`src/pkg/ring_sup_pkg.sv`:
```
// constants, types and register map of the ring phase status supervisor
package ring_sup_pkg;

  // ************************************************************
  // clock and timing
  // ************************************************************
  localparam int CLK_HZ          = 100_000_000;
  localparam int BLINK_HALF_MS   = 250;
  localparam int BLINK_CYCLES    = BLINK_HALF_MS * (CLK_HZ / 1000);

  // ************************************************************
  // register map, byte addresses on the avalon slave
  // ************************************************************
  localparam int AW              = 6;
  localparam logic [5:0] OFS_CTRL    = 6'h00;
  localparam logic [5:0] OFS_STATUS  = 6'h04;
  localparam logic [5:0] OFS_PRESENT = 6'h08;
  localparam logic [5:0] OFS_INRANGE = 6'h0c;
  localparam logic [5:0] OFS_REQ3    = 6'h10;
  localparam logic [5:0] OFS_REQ4    = 6'h14;
  localparam logic [5:0] OFS_LIST3   = 6'h18;
  localparam logic [5:0] OFS_LIST4   = 6'h1c;

  // ctrl fields
  localparam int CTRL_TEST       = 0;
  localparam int CTRL_CRC_FAIL   = 1;
  localparam int CTRL_PARAM_BAD  = 2;
  localparam int CTRL_PROC_NONE  = 3;
  localparam int CTRL_PROC_FAIL  = 4;
  localparam int CTRL_ERR_CLR    = 5;
  localparam int CTRL_W          = 5;
  localparam logic [4:0] CTRL_RST = 5'h00;

  // status fields
  localparam int ST_PHASE_LSB    = 0;
  localparam int ST_WAIT_SYNC    = 3;
  localparam int ST_POWER_EN     = 4;
  localparam int ST_MST_ERR      = 5;
  localparam int ST_MDT_ERR      = 6;
  localparam int ST_INV_PHASE    = 7;
  localparam int ST_PROG_ERR     = 8;
  localparam int ST_REGR_ERR     = 9;
  localparam int ST_ADDR_ZERO    = 10;
  localparam int ST_RATE_HIGH    = 11;
  localparam int ST_CODE_LSB     = 16;

  // parameter check slots
  localparam int NSLOT             = 16;
  localparam logic [15:0] SLOT_RST = 16'h0000;
  localparam logic [15:0] REQ_RST  = 16'hffff;

  // ************************************************************
  // indicator codes, lower value wins nothing: priority is in logic
  // ************************************************************
  localparam logic [4:0] IND_HW_FAULT   = 5'h01;
  localparam logic [4:0] IND_CRC_FAIL   = 5'h02;
  localparam logic [4:0] IND_ADDR_ZERO  = 5'h03;
  localparam logic [4:0] IND_PARAM_BAD  = 5'h04;
  localparam logic [4:0] IND_TEST       = 5'h05;
  localparam logic [4:0] IND_INV_PHASE  = 5'h06;
  localparam logic [4:0] IND_PROG_ERR   = 5'h07;
  localparam logic [4:0] IND_REGR_ERR   = 5'h08;
  localparam logic [4:0] IND_MST_ERR    = 5'h09;
  localparam logic [4:0] IND_MDT_ERR    = 5'h0a;
  localparam logic [4:0] IND_WAIT_SYNC  = 5'h10;
  localparam logic [4:0] IND_WAIT_01    = 5'h11;
  localparam logic [4:0] IND_WAIT_12    = 5'h12;
  localparam logic [4:0] IND_PH2        = 5'h13;
  localparam logic [4:0] IND_PH3        = 5'h14;
  localparam logic [4:0] IND_CYCLIC     = 5'h15;

  localparam logic [2:0] PHASE_MAX = 3'h4;

  typedef enum logic [2:0] {
    ST_WAIT, ST_PH0, ST_PH1, ST_PH2, ST_PH3, ST_PH4
  } phase_state_t;

  // telegram events from the ring receiver, one-cycle pulses
  typedef struct packed {
    logic       mst_valid;
    logic [2:0] mst_phase;
    logic       mst_miss;
    logic       mdt_ok;
    logic       mdt_miss;
    logic       mdt_len_err;
    logic       mdt_crc_err;
  } ring_evt_t;

endpackage

```
`src/logic/ring_phase_status_supervisor.sv`:
```
// ring phase status supervisor: phase tracking, checks, telegram monitor, indicator
//
// Added by the designer: the register offsets and register access over Avalon-MM.
`timescale 1ns/1ps

module ring_phase_status_supervisor #(
  parameter int BLINK_CYCLES = ring_sup_pkg::BLINK_CYCLES
) (
  input  wire logic                  clk_sys,               // 100 mhz clock
  input  wire logic                  resetn,                // async reset, active low
  input  wire logic [5:0]            address,               // avalon byte address
  input  wire logic                  read,                  // avalon read
  input  wire logic                  write,                 // avalon write
  input  wire logic [31:0]           writedata,             // avalon write data
  output logic      [31:0]           readdata,              // avalon read data
  output logic                       waitrequest,           // avalon wait
  input  wire ring_sup_pkg::ring_evt_t ring_evt,            // telegram events, same clock
  input  wire logic [7:0]            station_addr_pins,     // address switch pins
  input  wire logic                  rate_select_switch,    // high = maximum rate
  output logic      [4:0]            ring_status_indicator, // indicator code
  output logic                       ring_status_dp,        // decimal point
  output logic                       ring_status_blank,     // blanks indicator when flashing
  output logic                       power_stage_en         // drive power stage release
);

  // ************************************************************
  // pin synchronisers
  // ************************************************************
  logic [8:0] pin_meta_reg;
  logic [8:0] pin_sync_reg;

  always_ff @(posedge clk_sys or negedge resetn) begin
    if (!resetn) begin
      pin_meta_reg <= 9'h1ff;
      pin_sync_reg <= 9'h1ff;
    end else begin
      pin_meta_reg <= {rate_select_switch, station_addr_pins};
      pin_sync_reg <= pin_meta_reg;
    end
  end

  wire       rate_high = pin_sync_reg[8];
  wire       addr_zero = (pin_sync_reg[7:0] == 8'h00);

  // ************************************************************
  // register bus
  // ************************************************************
  logic [4:0]  ctrl_reg;
  logic [15:0] present_reg;
  logic [15:0] inrange_reg;
  logic [15:0] req3_reg;
  logic [15:0] req4_reg;
  logic [15:0] list3_reg;
  logic [15:0] list3_next;
  logic [15:0] list4_reg;
  logic [15:0] list4_next;
  logic        wait_reg;
  logic [31:0] rdata_reg;
  logic [31:0] status_w;
  logic [31:0] rd_mux;

  wire req      = read | write;
  wire wr_fire  = write & ~wait_reg;
  wire sel_ctrl = (address == ring_sup_pkg::OFS_CTRL);
  wire sel_pres = (address == ring_sup_pkg::OFS_PRESENT);
  wire sel_rng  = (address == ring_sup_pkg::OFS_INRANGE);
  wire sel_req3 = (address == ring_sup_pkg::OFS_REQ3);
  wire sel_req4 = (address == ring_sup_pkg::OFS_REQ4);
  wire err_clr  = wr_fire & sel_ctrl & writedata[ring_sup_pkg::CTRL_ERR_CLR];

  assign rd_mux =
    sel_ctrl ? {27'h0000000, ctrl_reg} :
    (address == ring_sup_pkg::OFS_STATUS) ? status_w :
    sel_pres ? {16'h0000, present_reg} :
    sel_rng  ? {16'h0000, inrange_reg} :
    sel_req3 ? {16'h0000, req3_reg} :
    sel_req4 ? {16'h0000, req4_reg} :
    (address == ring_sup_pkg::OFS_LIST3) ? {16'h0000, list3_reg} :
    (address == ring_sup_pkg::OFS_LIST4) ? {16'h0000, list4_reg} :
    32'h00000000;

  // one wait cycle per access; unmapped reads give zero, writes are dropped
  always_ff @(posedge clk_sys or negedge resetn) begin
    if (!resetn) begin
      wait_reg  <= 1'b1;
      rdata_reg <= 32'h00000000;
    end else if (req && wait_reg) begin
      wait_reg  <= 1'b0;
      rdata_reg <= rd_mux;
    end else begin
      wait_reg  <= 1'b1;
    end
  end

  always_ff @(posedge clk_sys or negedge resetn) begin
    if (!resetn) begin
      ctrl_reg    <= ring_sup_pkg::CTRL_RST;
      present_reg <= ring_sup_pkg::SLOT_RST;
      inrange_reg <= ring_sup_pkg::SLOT_RST;
      req3_reg    <= ring_sup_pkg::REQ_RST;
      req4_reg    <= ring_sup_pkg::REQ_RST;
    end else if (wr_fire) begin
      if (sel_ctrl) ctrl_reg <= writedata[ring_sup_pkg::CTRL_W-1:0];
      if (sel_pres) present_reg <= writedata[15:0];
      if (sel_rng)  inrange_reg <= writedata[15:0];
      if (sel_req3) req3_reg <= writedata[15:0];
      if (sel_req4) req4_reg <= writedata[15:0];
    end
  end

  assign readdata    = rdata_reg;
  assign waitrequest = wait_reg;

  // ************************************************************
  // parameter checks before phases 3 and 4
  // ************************************************************
  // only presence and limit flags count; functional sense is not judged
  wire [15:0] slot_ok = present_reg & inrange_reg;
  wire [15:0] bad3    = req3_reg & ~slot_ok;
  wire [15:0] bad4    = req4_reg & ~slot_ok;

  // ************************************************************
  // phase tracking
  // ************************************************************
  ring_sup_pkg::phase_state_t state_reg;
  ring_sup_pkg::phase_state_t state_next;
  logic [2:0] cur_num;
  logic       inv_req;
  logic       prog_req;
  logic       regr_req;

  always_comb begin
    unique case (state_reg)
      ring_sup_pkg::ST_PH1: cur_num = 3'h1;
      ring_sup_pkg::ST_PH2: cur_num = 3'h2;
      ring_sup_pkg::ST_PH3: cur_num = 3'h3;
      ring_sup_pkg::ST_PH4: cur_num = 3'h4;
      default:              cur_num = 3'h0;
    endcase
  end

  wire [2:0] req_ph   = ring_evt.mst_phase;
  wire       mst_v    = ring_evt.mst_valid;
  wire       waiting  = (state_reg == ring_sup_pkg::ST_WAIT);
  wire       step_up  = mst_v & ~waiting & (req_ph == cur_num + 3'h1);
  wire       blocked  = step_up & (((req_ph == 3'h3) & (bad3 != 16'h0000)) |
                                   ((req_ph == 3'h4) & (bad4 != 16'h0000)));

  always_comb begin
    state_next = state_reg;
    inv_req    = 1'b0;
    prog_req   = 1'b0;
    regr_req   = 1'b0;
    if (mst_v) begin
      if (req_ph > ring_sup_pkg::PHASE_MAX) begin
        inv_req = 1'b1;
      end else if (waiting) begin
        if (req_ph == 3'h0) state_next = ring_sup_pkg::ST_PH0;
        else prog_req = 1'b1;
      end else if (step_up) begin
        if (!blocked) begin
          state_next = ring_sup_pkg::phase_state_t'(state_reg + 3'h1);
        end
      end else if (req_ph > cur_num) begin
        prog_req = 1'b1;
      end else if (req_ph < cur_num) begin
        // a restart from phase 0 is legal, any other step back is refused
        if (req_ph == 3'h0) state_next = ring_sup_pkg::ST_PH0;
        else regr_req = 1'b1;
      end
    end
  end

  // the list follows the attempt and shrinks as entries are corrected
  assign list3_next = (step_up && req_ph == 3'h3) ? bad3 : (list3_reg & ~slot_ok);
  assign list4_next = (step_up && req_ph == 3'h4) ? bad4 : (list4_reg & ~slot_ok);

  always_ff @(posedge clk_sys or negedge resetn) begin
    if (!resetn) begin
      state_reg <= ring_sup_pkg::ST_WAIT;
      list3_reg <= ring_sup_pkg::SLOT_RST;
      list4_reg <= ring_sup_pkg::SLOT_RST;
    end else begin
      state_reg <= state_next;
      list3_reg <= list3_next;
      list4_reg <= list4_next;
    end
  end

  // ************************************************************
  // telegram monitor and latched errors
  // ************************************************************
  wire mon_on   = (state_reg == ring_sup_pkg::ST_PH3) |
                  (state_reg == ring_sup_pkg::ST_PH4);
  wire mdt_fail = ring_evt.mdt_miss | ring_evt.mdt_len_err | ring_evt.mdt_crc_err;

  logic mst_prev_reg;
  logic mdt_prev_reg;
  logic mst_err_reg;
  logic mdt_err_reg;
  logic inv_err_reg;
  logic prog_err_reg;
  logic regr_err_reg;

  // each kind of telegram keeps its own pending miss
  wire mst_twice = mon_on & ring_evt.mst_miss & mst_prev_reg;
  wire mdt_twice = mon_on & mdt_fail & mdt_prev_reg;

  // a new error in the clearing cycle survives the clear
  always_ff @(posedge clk_sys or negedge resetn) begin
    if (!resetn) begin
      mst_prev_reg <= 1'b0;
      mdt_prev_reg <= 1'b0;
      mst_err_reg  <= 1'b0;
      mdt_err_reg  <= 1'b0;
      inv_err_reg  <= 1'b0;
      prog_err_reg <= 1'b0;
      regr_err_reg <= 1'b0;
    end else begin
      if (!mon_on || mst_v) mst_prev_reg <= 1'b0;
      else if (ring_evt.mst_miss) mst_prev_reg <= 1'b1;
      if (!mon_on || ring_evt.mdt_ok) mdt_prev_reg <= 1'b0;
      else if (mdt_fail) mdt_prev_reg <= 1'b1;
      mst_err_reg  <= mst_twice | (mst_err_reg & ~err_clr);
      mdt_err_reg  <= mdt_twice | (mdt_err_reg & ~err_clr);
      inv_err_reg  <= inv_req   | (inv_err_reg & ~err_clr);
      prog_err_reg <= prog_req  | (prog_err_reg & ~err_clr);
      regr_err_reg <= regr_req  | (regr_err_reg & ~err_clr);
    end
  end

  // ************************************************************
  // indicator
  // ************************************************************
  logic [24:0] blink_cnt_reg;
  logic        blink_reg;
  logic [4:0]  code_w;
  logic [4:0]  code_reg;
  logic        dp_reg;
  logic        blank_reg;
  logic        power_reg;

  wire link_err = mst_err_reg | mdt_err_reg;

  // faults first, then the phase or waiting state
  always_comb begin
    if (ctrl_reg[ring_sup_pkg::CTRL_PROC_NONE] || ctrl_reg[ring_sup_pkg::CTRL_PROC_FAIL])
      code_w = ring_sup_pkg::IND_HW_FAULT;
    else if (ctrl_reg[ring_sup_pkg::CTRL_CRC_FAIL]) code_w = ring_sup_pkg::IND_CRC_FAIL;
    else if (addr_zero)    code_w = ring_sup_pkg::IND_ADDR_ZERO;
    else if (ctrl_reg[ring_sup_pkg::CTRL_PARAM_BAD]) code_w = ring_sup_pkg::IND_PARAM_BAD;
    else if (ctrl_reg[ring_sup_pkg::CTRL_TEST]) code_w = ring_sup_pkg::IND_TEST;
    else if (inv_err_reg)  code_w = ring_sup_pkg::IND_INV_PHASE;
    else if (prog_err_reg) code_w = ring_sup_pkg::IND_PROG_ERR;
    else if (regr_err_reg) code_w = ring_sup_pkg::IND_REGR_ERR;
    else if (mst_err_reg)  code_w = ring_sup_pkg::IND_MST_ERR;
    else if (mdt_err_reg)  code_w = ring_sup_pkg::IND_MDT_ERR;
    else begin
      // a blocked advance leaves the state, so the last good phase stays shown
      unique case (state_reg)
        ring_sup_pkg::ST_WAIT: code_w = ring_sup_pkg::IND_WAIT_SYNC;
        ring_sup_pkg::ST_PH0:  code_w = ring_sup_pkg::IND_WAIT_01;
        ring_sup_pkg::ST_PH1:  code_w = ring_sup_pkg::IND_WAIT_12;
        ring_sup_pkg::ST_PH2:  code_w = ring_sup_pkg::IND_PH2;
        ring_sup_pkg::ST_PH3:  code_w = ring_sup_pkg::IND_PH3;
        ring_sup_pkg::ST_PH4:  code_w = ring_sup_pkg::IND_CYCLIC;
        default:               code_w = ring_sup_pkg::IND_WAIT_SYNC;
      endcase
    end
  end

  wire blink_tick = (blink_cnt_reg == 25'(BLINK_CYCLES - 1));
  wire flashing   = ctrl_reg[ring_sup_pkg::CTRL_PROC_FAIL] &
                    ~ctrl_reg[ring_sup_pkg::CTRL_PROC_NONE];

  always_ff @(posedge clk_sys or negedge resetn) begin
    if (!resetn) begin
      blink_cnt_reg <= 25'h0000000;
      blink_reg     <= 1'b0;
      code_reg      <= ring_sup_pkg::IND_WAIT_SYNC;
      dp_reg        <= 1'b0;
      blank_reg     <= 1'b0;
      power_reg     <= 1'b0;
    end else begin
      blink_cnt_reg <= blink_tick ? 25'h0000000 : blink_cnt_reg + 25'h0000001;
      if (blink_tick) blink_reg <= ~blink_reg;
      code_reg  <= code_w;
      dp_reg    <= rate_high;
      blank_reg <= flashing & blink_reg;
      power_reg <= (state_reg == ring_sup_pkg::ST_PH4) & ~link_err;
    end
  end

  assign ring_status_indicator = code_reg;
  assign ring_status_dp        = dp_reg;
  assign ring_status_blank     = blank_reg;
  assign power_stage_en        = power_reg;

  assign status_w = {11'h000, code_reg, 4'h0, rate_high, addr_zero, regr_err_reg,
                     prog_err_reg, inv_err_reg, mdt_err_reg, mst_err_reg, power_reg,
                     waiting, cur_num};
endmodule // ring_phase_status_supervisor

```
`config.mk`:
```
export PLATFORM = sky130hd
export DESIGN_NAME = ring_phase_status_supervisor
export DESIGN_NICKNAME = d
export VERILOG_FILES = /design/src/pkg/ring_sup_pkg.sv /design/src/logic/ring_phase_status_supervisor.sv
export SDC_FILE = /design/constraint.sdc
export NUM_CORES = 1
export LEC_CHECK = 0
export BUFFER_PORTS_ARGS = -buffer_cell sky130_fd_sc_hd__buf_2
export CAP_MARGIN = 20
export CORE_UTILIZATION = 56
export CTS_BUF_LIST = sky130_fd_sc_hd__clkbuf_16
export DETAILED_ROUTE_END_ITERATION = 16
export GPL_TIMING_DRIVEN = 0
export PLACE_DENSITY = 0.76
export SLEW_MARGIN = 20
export SYNTH_ARGS = -nofsm -noshare
export SYNTH_HDL_FRONTEND = slang
export SYNTH_SLANG_ARGS = --single-unit
```
`constraint.sdc`:
```
create_clock -name clk_sys -period 8 [get_ports clk_sys]
set_input_delay 0 -clock clk_sys [delete_from_list [all_inputs] [get_ports clk_sys]]
set_output_delay 0 -clock clk_sys [all_outputs]
set_load 0.005 [all_outputs]
```
==> results of run 1 <==
==> where the power goes <==
part	leakage, nW	internal [mW]	switching [mW]
clock	0.280	0.410	0.391
combinational	2.09	0.148	0.171
sequential	2.33	1.01	0.0650
==> metrics by stage <==
step	hold slack [ns]	setup slack (ns)
final	0.0442	4.39
after global routing	0.0653	4.24
after CTS	0.0318	4.42
after detailed placement	0.0740	4.42
after global placement	0.104	4.25
after floorplan	-0.296	5.24
==> placed cells by master (no fill, tap or decap), drive strengths merged, types with 6 or more instances in the layout <==
master,n
xnor2,10
nor2,36
a21o,6
clkbuf,27
dlygate4sd3,34
buf,102
nand4,9
mux2,79
nand3,21
conb,11
clkinv,7
o31ai,7
a21oi,50
mux2i,35
nand2,72
inv,19
ha,11
mux4,15
o21ai,24
dfrtp,133
a221oi,12
a22oi,6
nor3,10
nor2b,7
dfstp,52
a21boi,16
xor2,15
==> Yosys cell counts (all sizes together) (6+ instances only) <==
cell and count:
a22oi 6, nand2 72, inv 11, ha 11, mux4 15, a21boi 16, nand3 21, dfrtp 133
xor2 15, mux2i 35, a221oi 12, nor3 10, nor2 36, xnor2 10, mux2 79, nand4 9
o21ai 24, dfstp 52, buf 29, a21oi 50, clkbuf 10, o31ai 7, nor2b 7, a21o 6
==> worst paths after layout <==
kind	endpoint	slack, ns	cells after the start
worst max-delay path	state_reg[0]	4.39	9
worst min-delay path	inv_err_reg	0.04	3
worst max register to register	state_reg[0]	4.39	9
worst min register to register	pin_sync_reg[6]	0.36	0
max in group asynchronous	req3_reg[13]	6.96	3
min in group asynchronous	mdt_prev_reg	0.14	2
==> layer usage <==
layer  GRT usage  share of wire  routed length [µm]
met1       0.362           0.42                8930
met2       0.452           0.48               10400
met3      0.0532          0.062                1340
met4       0.141          0.037                 789
met5           0              0                   0
==> cell type report <==
class | count | area (µm²)
Inverter | 11 | 41.3
Tap cell | 211 | 264
Clock inverter | 15 | 131
Multi-Input combinational cell | 508 | 3880
Buffer | 39 | 228
Sequential cell | 185 | 4690
Clock buffer | 17 | 425
Timing Repair Buffer | 107 | 738
Fill cell | 1139 | 4850
==> cells by family (layout without fill, tap and decap cells) <==
family	count (synthesis)	in the layout	synth area share
xor+xnor	25	25	0.0257
simple gates	188	188	0.107
mux	129	129	0.179
other cells	1	11	0.000426
buf+inv	50	189	0.0306
compound gates	144	144	0.108
flops	185	185	0.533
fa+ha+maj	11	11	0.0156
==> critical path, cell delays in order, from the launching register on <==
cell and delay (ns):
dfrtp_1 0.43, inv_1 0.12, ha_1 0.37, a21oi_1 0.36, ha_1 0.33, nand2b_1 0.23, nor4_4 0.75, o31ai_1 0.35
and3_1 0.28, mux2_2 0.26
==> what timing repair did <==
action	4_1_cts	5_1_grt
hold buffers	34	0
setup buffers	0	0
hold endpoints to repair	162	0
==> results.cfg, run 1 <==
[timing]
rsz0062_at_grt = false
setup-violations-final = 0
tightest_slew_ns = 1.05
hold_viol = 0
clock.fmax_mhz = 277
min_period_over_period = 0.451
tns_ns = 0
drv_slew = 0
maxSlewHeadroom = 0.300
fin_skew_ns = 0.00718
fin_crit_ns = 3.61

[hold_path]
min-delay-start = ring_evt[5]
min_path_type = primary input to flip-flop

[synthesis]
synth-edff-count = 0
async_flop_share = 1.00
ys_top_cells_by_area = dfrtp_1 38%, dfstp_2 16%, mux2_2 10%
yosysTopAreaCell = dfrtp_1
ys.flop_type = dfrtp_1
synth-seq-cells = 185
netlist_area_um2 = 8800
synth_cells = 733
synth_top_cell_area_share = 0.378
ys_types = 60
postSynthAreaPerCell_um2 = 12.0
ys_seq_area_frac = 0.533
yosysWarnings = 0

[finish]
instances_no_fill = 1093
nets = 940
drive_above_1_share = 0.327
fin_area_um2 = 10400
n_antenna_cell = 0
postLayoutCoreUtil = 0.682
area_delta_synth_final_pct = 18.2
largest_reg_flops = 25

[global_route]
grt_max_degree = 98
grt_pass1_wl_um = 33800
grtUsageTotal = 0.279
grt_pass1_vias = 6378
grt_overflow = 0
antenna_found_initial = 1

[clocking]
htree_levels = 4
insertion_delay_ns = 0.44
cts_tree = yes
clk_pin_slew_ns = 0.07
cts_buffer_depth = 2
clock-sinks = 185
cts-root-buf = clkbuf_16
cts_made_buffers = 17
post_cts_resized = 0

[critical_path]
arrival_ns = 3.94
start_kind = flip-flop
critical_path_required_ns = 8.33
path_max_fanout = 8
crit_path_end_kind = flip-flop
reg2reg_from = state_reg[1]
path_class = flip-flop to flip-flop
cp-startpoint = state_reg[1]

[drt]
drt-initial-drc-count = 496
drc = 0
dr.pass1.iters = 5
vias_per_cell = 5.92
ant_nets = 0
wl_um = 21400
wire_per_inst_um = 19.6
vias = 6474

[pwr]
power.leakage_nw = 4.70
ir_drop_v = 0.000159
power_density_nw_per_um2 = 211
fin_total_pwr_mw = 2.19

[placement]
dp_cells = 1027
placed_cell_area_um2 = 9500
port_buffers = 72
place_congestion = 0.883
dpl.hpwl_um = 15200

[floorplanning]
dieWidth_um = 127
initial_utilization = 0.577
ioPinCount = 101
row_count = 45
coreArea_um2 = 15300
die_area_um2 = 16200
die_h_um = 127

[run]
maxCapViolCount = 0

[run_status]
outcome = complete, no violations
Power figures use the tool's default switching activity.
==> run 2, diff against run 1 <==
ABC_AREA = 1   (was unset)
CORE_UTILIZATION = 53   (was 56)
PLACE_DENSITY = 0.75   (was 0.76)
clock period = 3.14 ns   (was 8 ns; I/O delays follow)
==> results.cfg, run 2 <==
[run_status]
outcome = complete, no violations

[timing]
clock.fmax_mhz = 338
maxSlewHeadroom = 0.489
setup-violations-final = 0
hold_viol = 0
rsz0062_at_grt = false
fin_crit_ns = 2.96
tightest_slew_ns = 0.762
drv_slew = 0
min_period_over_period = 0.943
fin_skew_ns = 0.0108
tns_ns = 0

[pwr]
ir_drop_v = 0.000432
switching_power_mw = 1.49
switching_share = 0.277
clkPwrFrac = 0.390
power_density_nw_per_um2 = 514
seqPwrFrac = 0.492
comb_power_share = 0.117
power.leakage_nw = 5.09
internal-power_mw = 3.88

[critical_path]
path_class = flip-flop to flip-flop
path_max_fanout = 10
arrival_ns = 3.31
r2r_cells = 12
start_kind = flip-flop
endpoint = list4_reg[8]
cp-startpoint = state_reg[1]
reg2reg_slack_ns = 0.18
critical_path_required_ns = 3.49
crit_path_end_kind = flip-flop
reg2reg_from = state_reg[1]
r2r_end = list4_reg[8]

[synthesis]
ys_top_cells_by_area = dfrtp_1 38%, dfstp_2 16%, nand2_1 14%
yosysTopAreaCell = dfrtp_1
netlist_area_um2 = 8810
ys_top_cells_by_count = 317 x nand2_1, 133 x dfrtp_1, 101 x inv_1
ys_seq_area_frac = 0.533
synth-seq-cells = 185
synth_top_cell_area_share = 0.378
ys_types = 35
synth_cells = 1074
async_flop_share = 1.00
yosysWarnings = 0
ys.flop_type = dfrtp_1
synthMostInstantiatedCell = nand2_1
synth-edff-count = 0
postSynthAreaPerCell_um2 = 8.21

[hold_path]
min_path_type = primary input to async pin

[floorplanning]
row_count = 46
ioPinCount = 101
dieWidth_um = 131
coreArea_um2 = 16100
initial_utilization = 0.549
die_h_um = 131
die_area_um2 = 17100

[drt]
dr.pass1.iters = 5
vias = 7888
wl_um = 23600
vias_per_cell = 5.48
ant_nets = 0
wire_per_inst_um = 16.4
drc = 0
drt-initial-drc-count = 732

[finish]
nets = 1282
area_delta_synth_final_pct = 18.6
drive_above_1_share = 0.160
final_common_cell = nand2_1
postLayoutCoreUtil = 0.651
final_cell_mix = 317 x nand2_1, 133 x dfrtp_1, 101 x inv_1
largest_reg_flops = 25
instances_no_fill = 1440
n_antenna_cell = 0

[placement]
dpl.hpwl_um = 16500
dp_cells = 1375
place_congestion = 0.924
port_buffers = 73

[clocking]
clk_pin_slew_ns = 0.07
insertion_delay_ns = 0.44
cts_made_buffers = 17
htree_levels = 4
clock-sinks = 185
cts_setup_buffers = 0
cts_buffer_depth = 2
cts_tree = yes
cts-root-buf = clkbuf_16

[global_route]
grtUsageTotal = 0.294
antenna_found_initial = 0
grt_overflow = 0
grt_pass1_vias = 7507
grt_max_degree = 86
grt_pass1_wl_um = 37900

[run]
maxCapViolCount = 0
[run 2: changes by cell type after synthesis, moves of 15 or more]
cell | before | now
nor2_1 | 36 | 73
nand3_1 | 20 | 92
nand4_1 | 9 | 31
inv_1 | 11 | 101
nand2_1 | 71 | 317
mux2i_1 | 35 | 0
a21boi_0 | 16 | 1
mux4_2 | 15 | 0
o21ai_0 | 23 | 99
o21ai_1 | 1 | 19
mux2_2 | 79 | 0
[run 2: how the worst min path moves through the flow]
stage,cells after the start,startpoint,endpoint
CTS,5,ring_evt[5],inv_err_reg
floorplan,0,resetn,blink_cnt_reg[0]
global placement,1,station_addr_pins[3],pin_meta_reg[3]
global route,2,resetn,readdata[13]
finish,2,resetn,inrange_reg[13]
detailed placement,1,resetn,inrange_reg[13]
[run 2: area by class of cell]
class                      instances  area (µm²)
buffer                            46         243
clock buffer                      17         425
clock inverter                    15         141
fill                            1364        5610
inverter                         101         379
multi-input combinational        752        3540
sequential                       185        4690
tap                              216         270
timing repair buffer             108         761
[run 2: cells by family after synthesis]
family | after synthesis | synth area share
other | 1 | 0.000425
adder cells (fa/ha/maj) | 11 | 0.0156
buffers and inverters | 147 | 0.0704
AND/OR/NAND/NOR | 542 | 0.264
flip-flops | 185 | 0.533
XOR/XNOR | 15 | 0.0149
AO/OA/AOI/OAI | 173 | 0.102
[run 2: per-layer routing]
metal / wire (µm) / vias up / global-route usage
met1: 10500 / 3767 / 0.398
li1: - / 3772 / -
met5: 0 / - / 0
met2: 10900 / 299 / 0.462
met4: 624 / 0 / 0.118
met3: 1530 / 50 / 0.0643
[run 2: power groups by stage]
| stage | clock (mW) | combinational, mW | sequential (mW) |
|---|---|---|---|
| finish | 2.10 | 0.631 | 2.64 |
| global placement | 0 | 0.561 | 2.68 |
| CTS | 2.10 | 0.626 | 2.64 |
| floorplan | 0 | 0.369 | 2.66 |
| global route | 2.21 | 0.729 | 2.66 |
| detailed placement | 0 | 0.593 | 2.68 |
[run 2: metrics by stage]
stage	area [µm²]	total power [mW]	hold slack, ns	setup slack [ns]
2_1_floorplan	8850	3.03	-0.296	0.841
3_3_place_gp	9490	3.24	0.105	-0.810
3_5_place_dp	9550	3.27	-0.0943	0.162
4_1_cts	10400	5.37	0.0430	0.0634
5_1_grt	10500	5.59	0.0605	0.0158
6_report	10500	5.37	0.0317	0.178
[run 2: timing repair]
action	CTS	global route
hold endpoints to repair	182	0
hold buffers	33	0
endpoints found under the setup margin	0	17
gates resized for setup	0	3
[run 2: worst max-delay path: stages (launching register included)]
cell and delay [ns]:
dfrtp_1 0.47, inv_1 0.13, ha_1 0.32, inv_1 0.14, o211ai_1 0.12, inv_1 0.10
ha_1 0.24, nor3_1 0.23, nand3_2 0.24, nor2_1 0.27, inv_1 0.13, clkbuf_2 0.22
o21ai_0 0.24
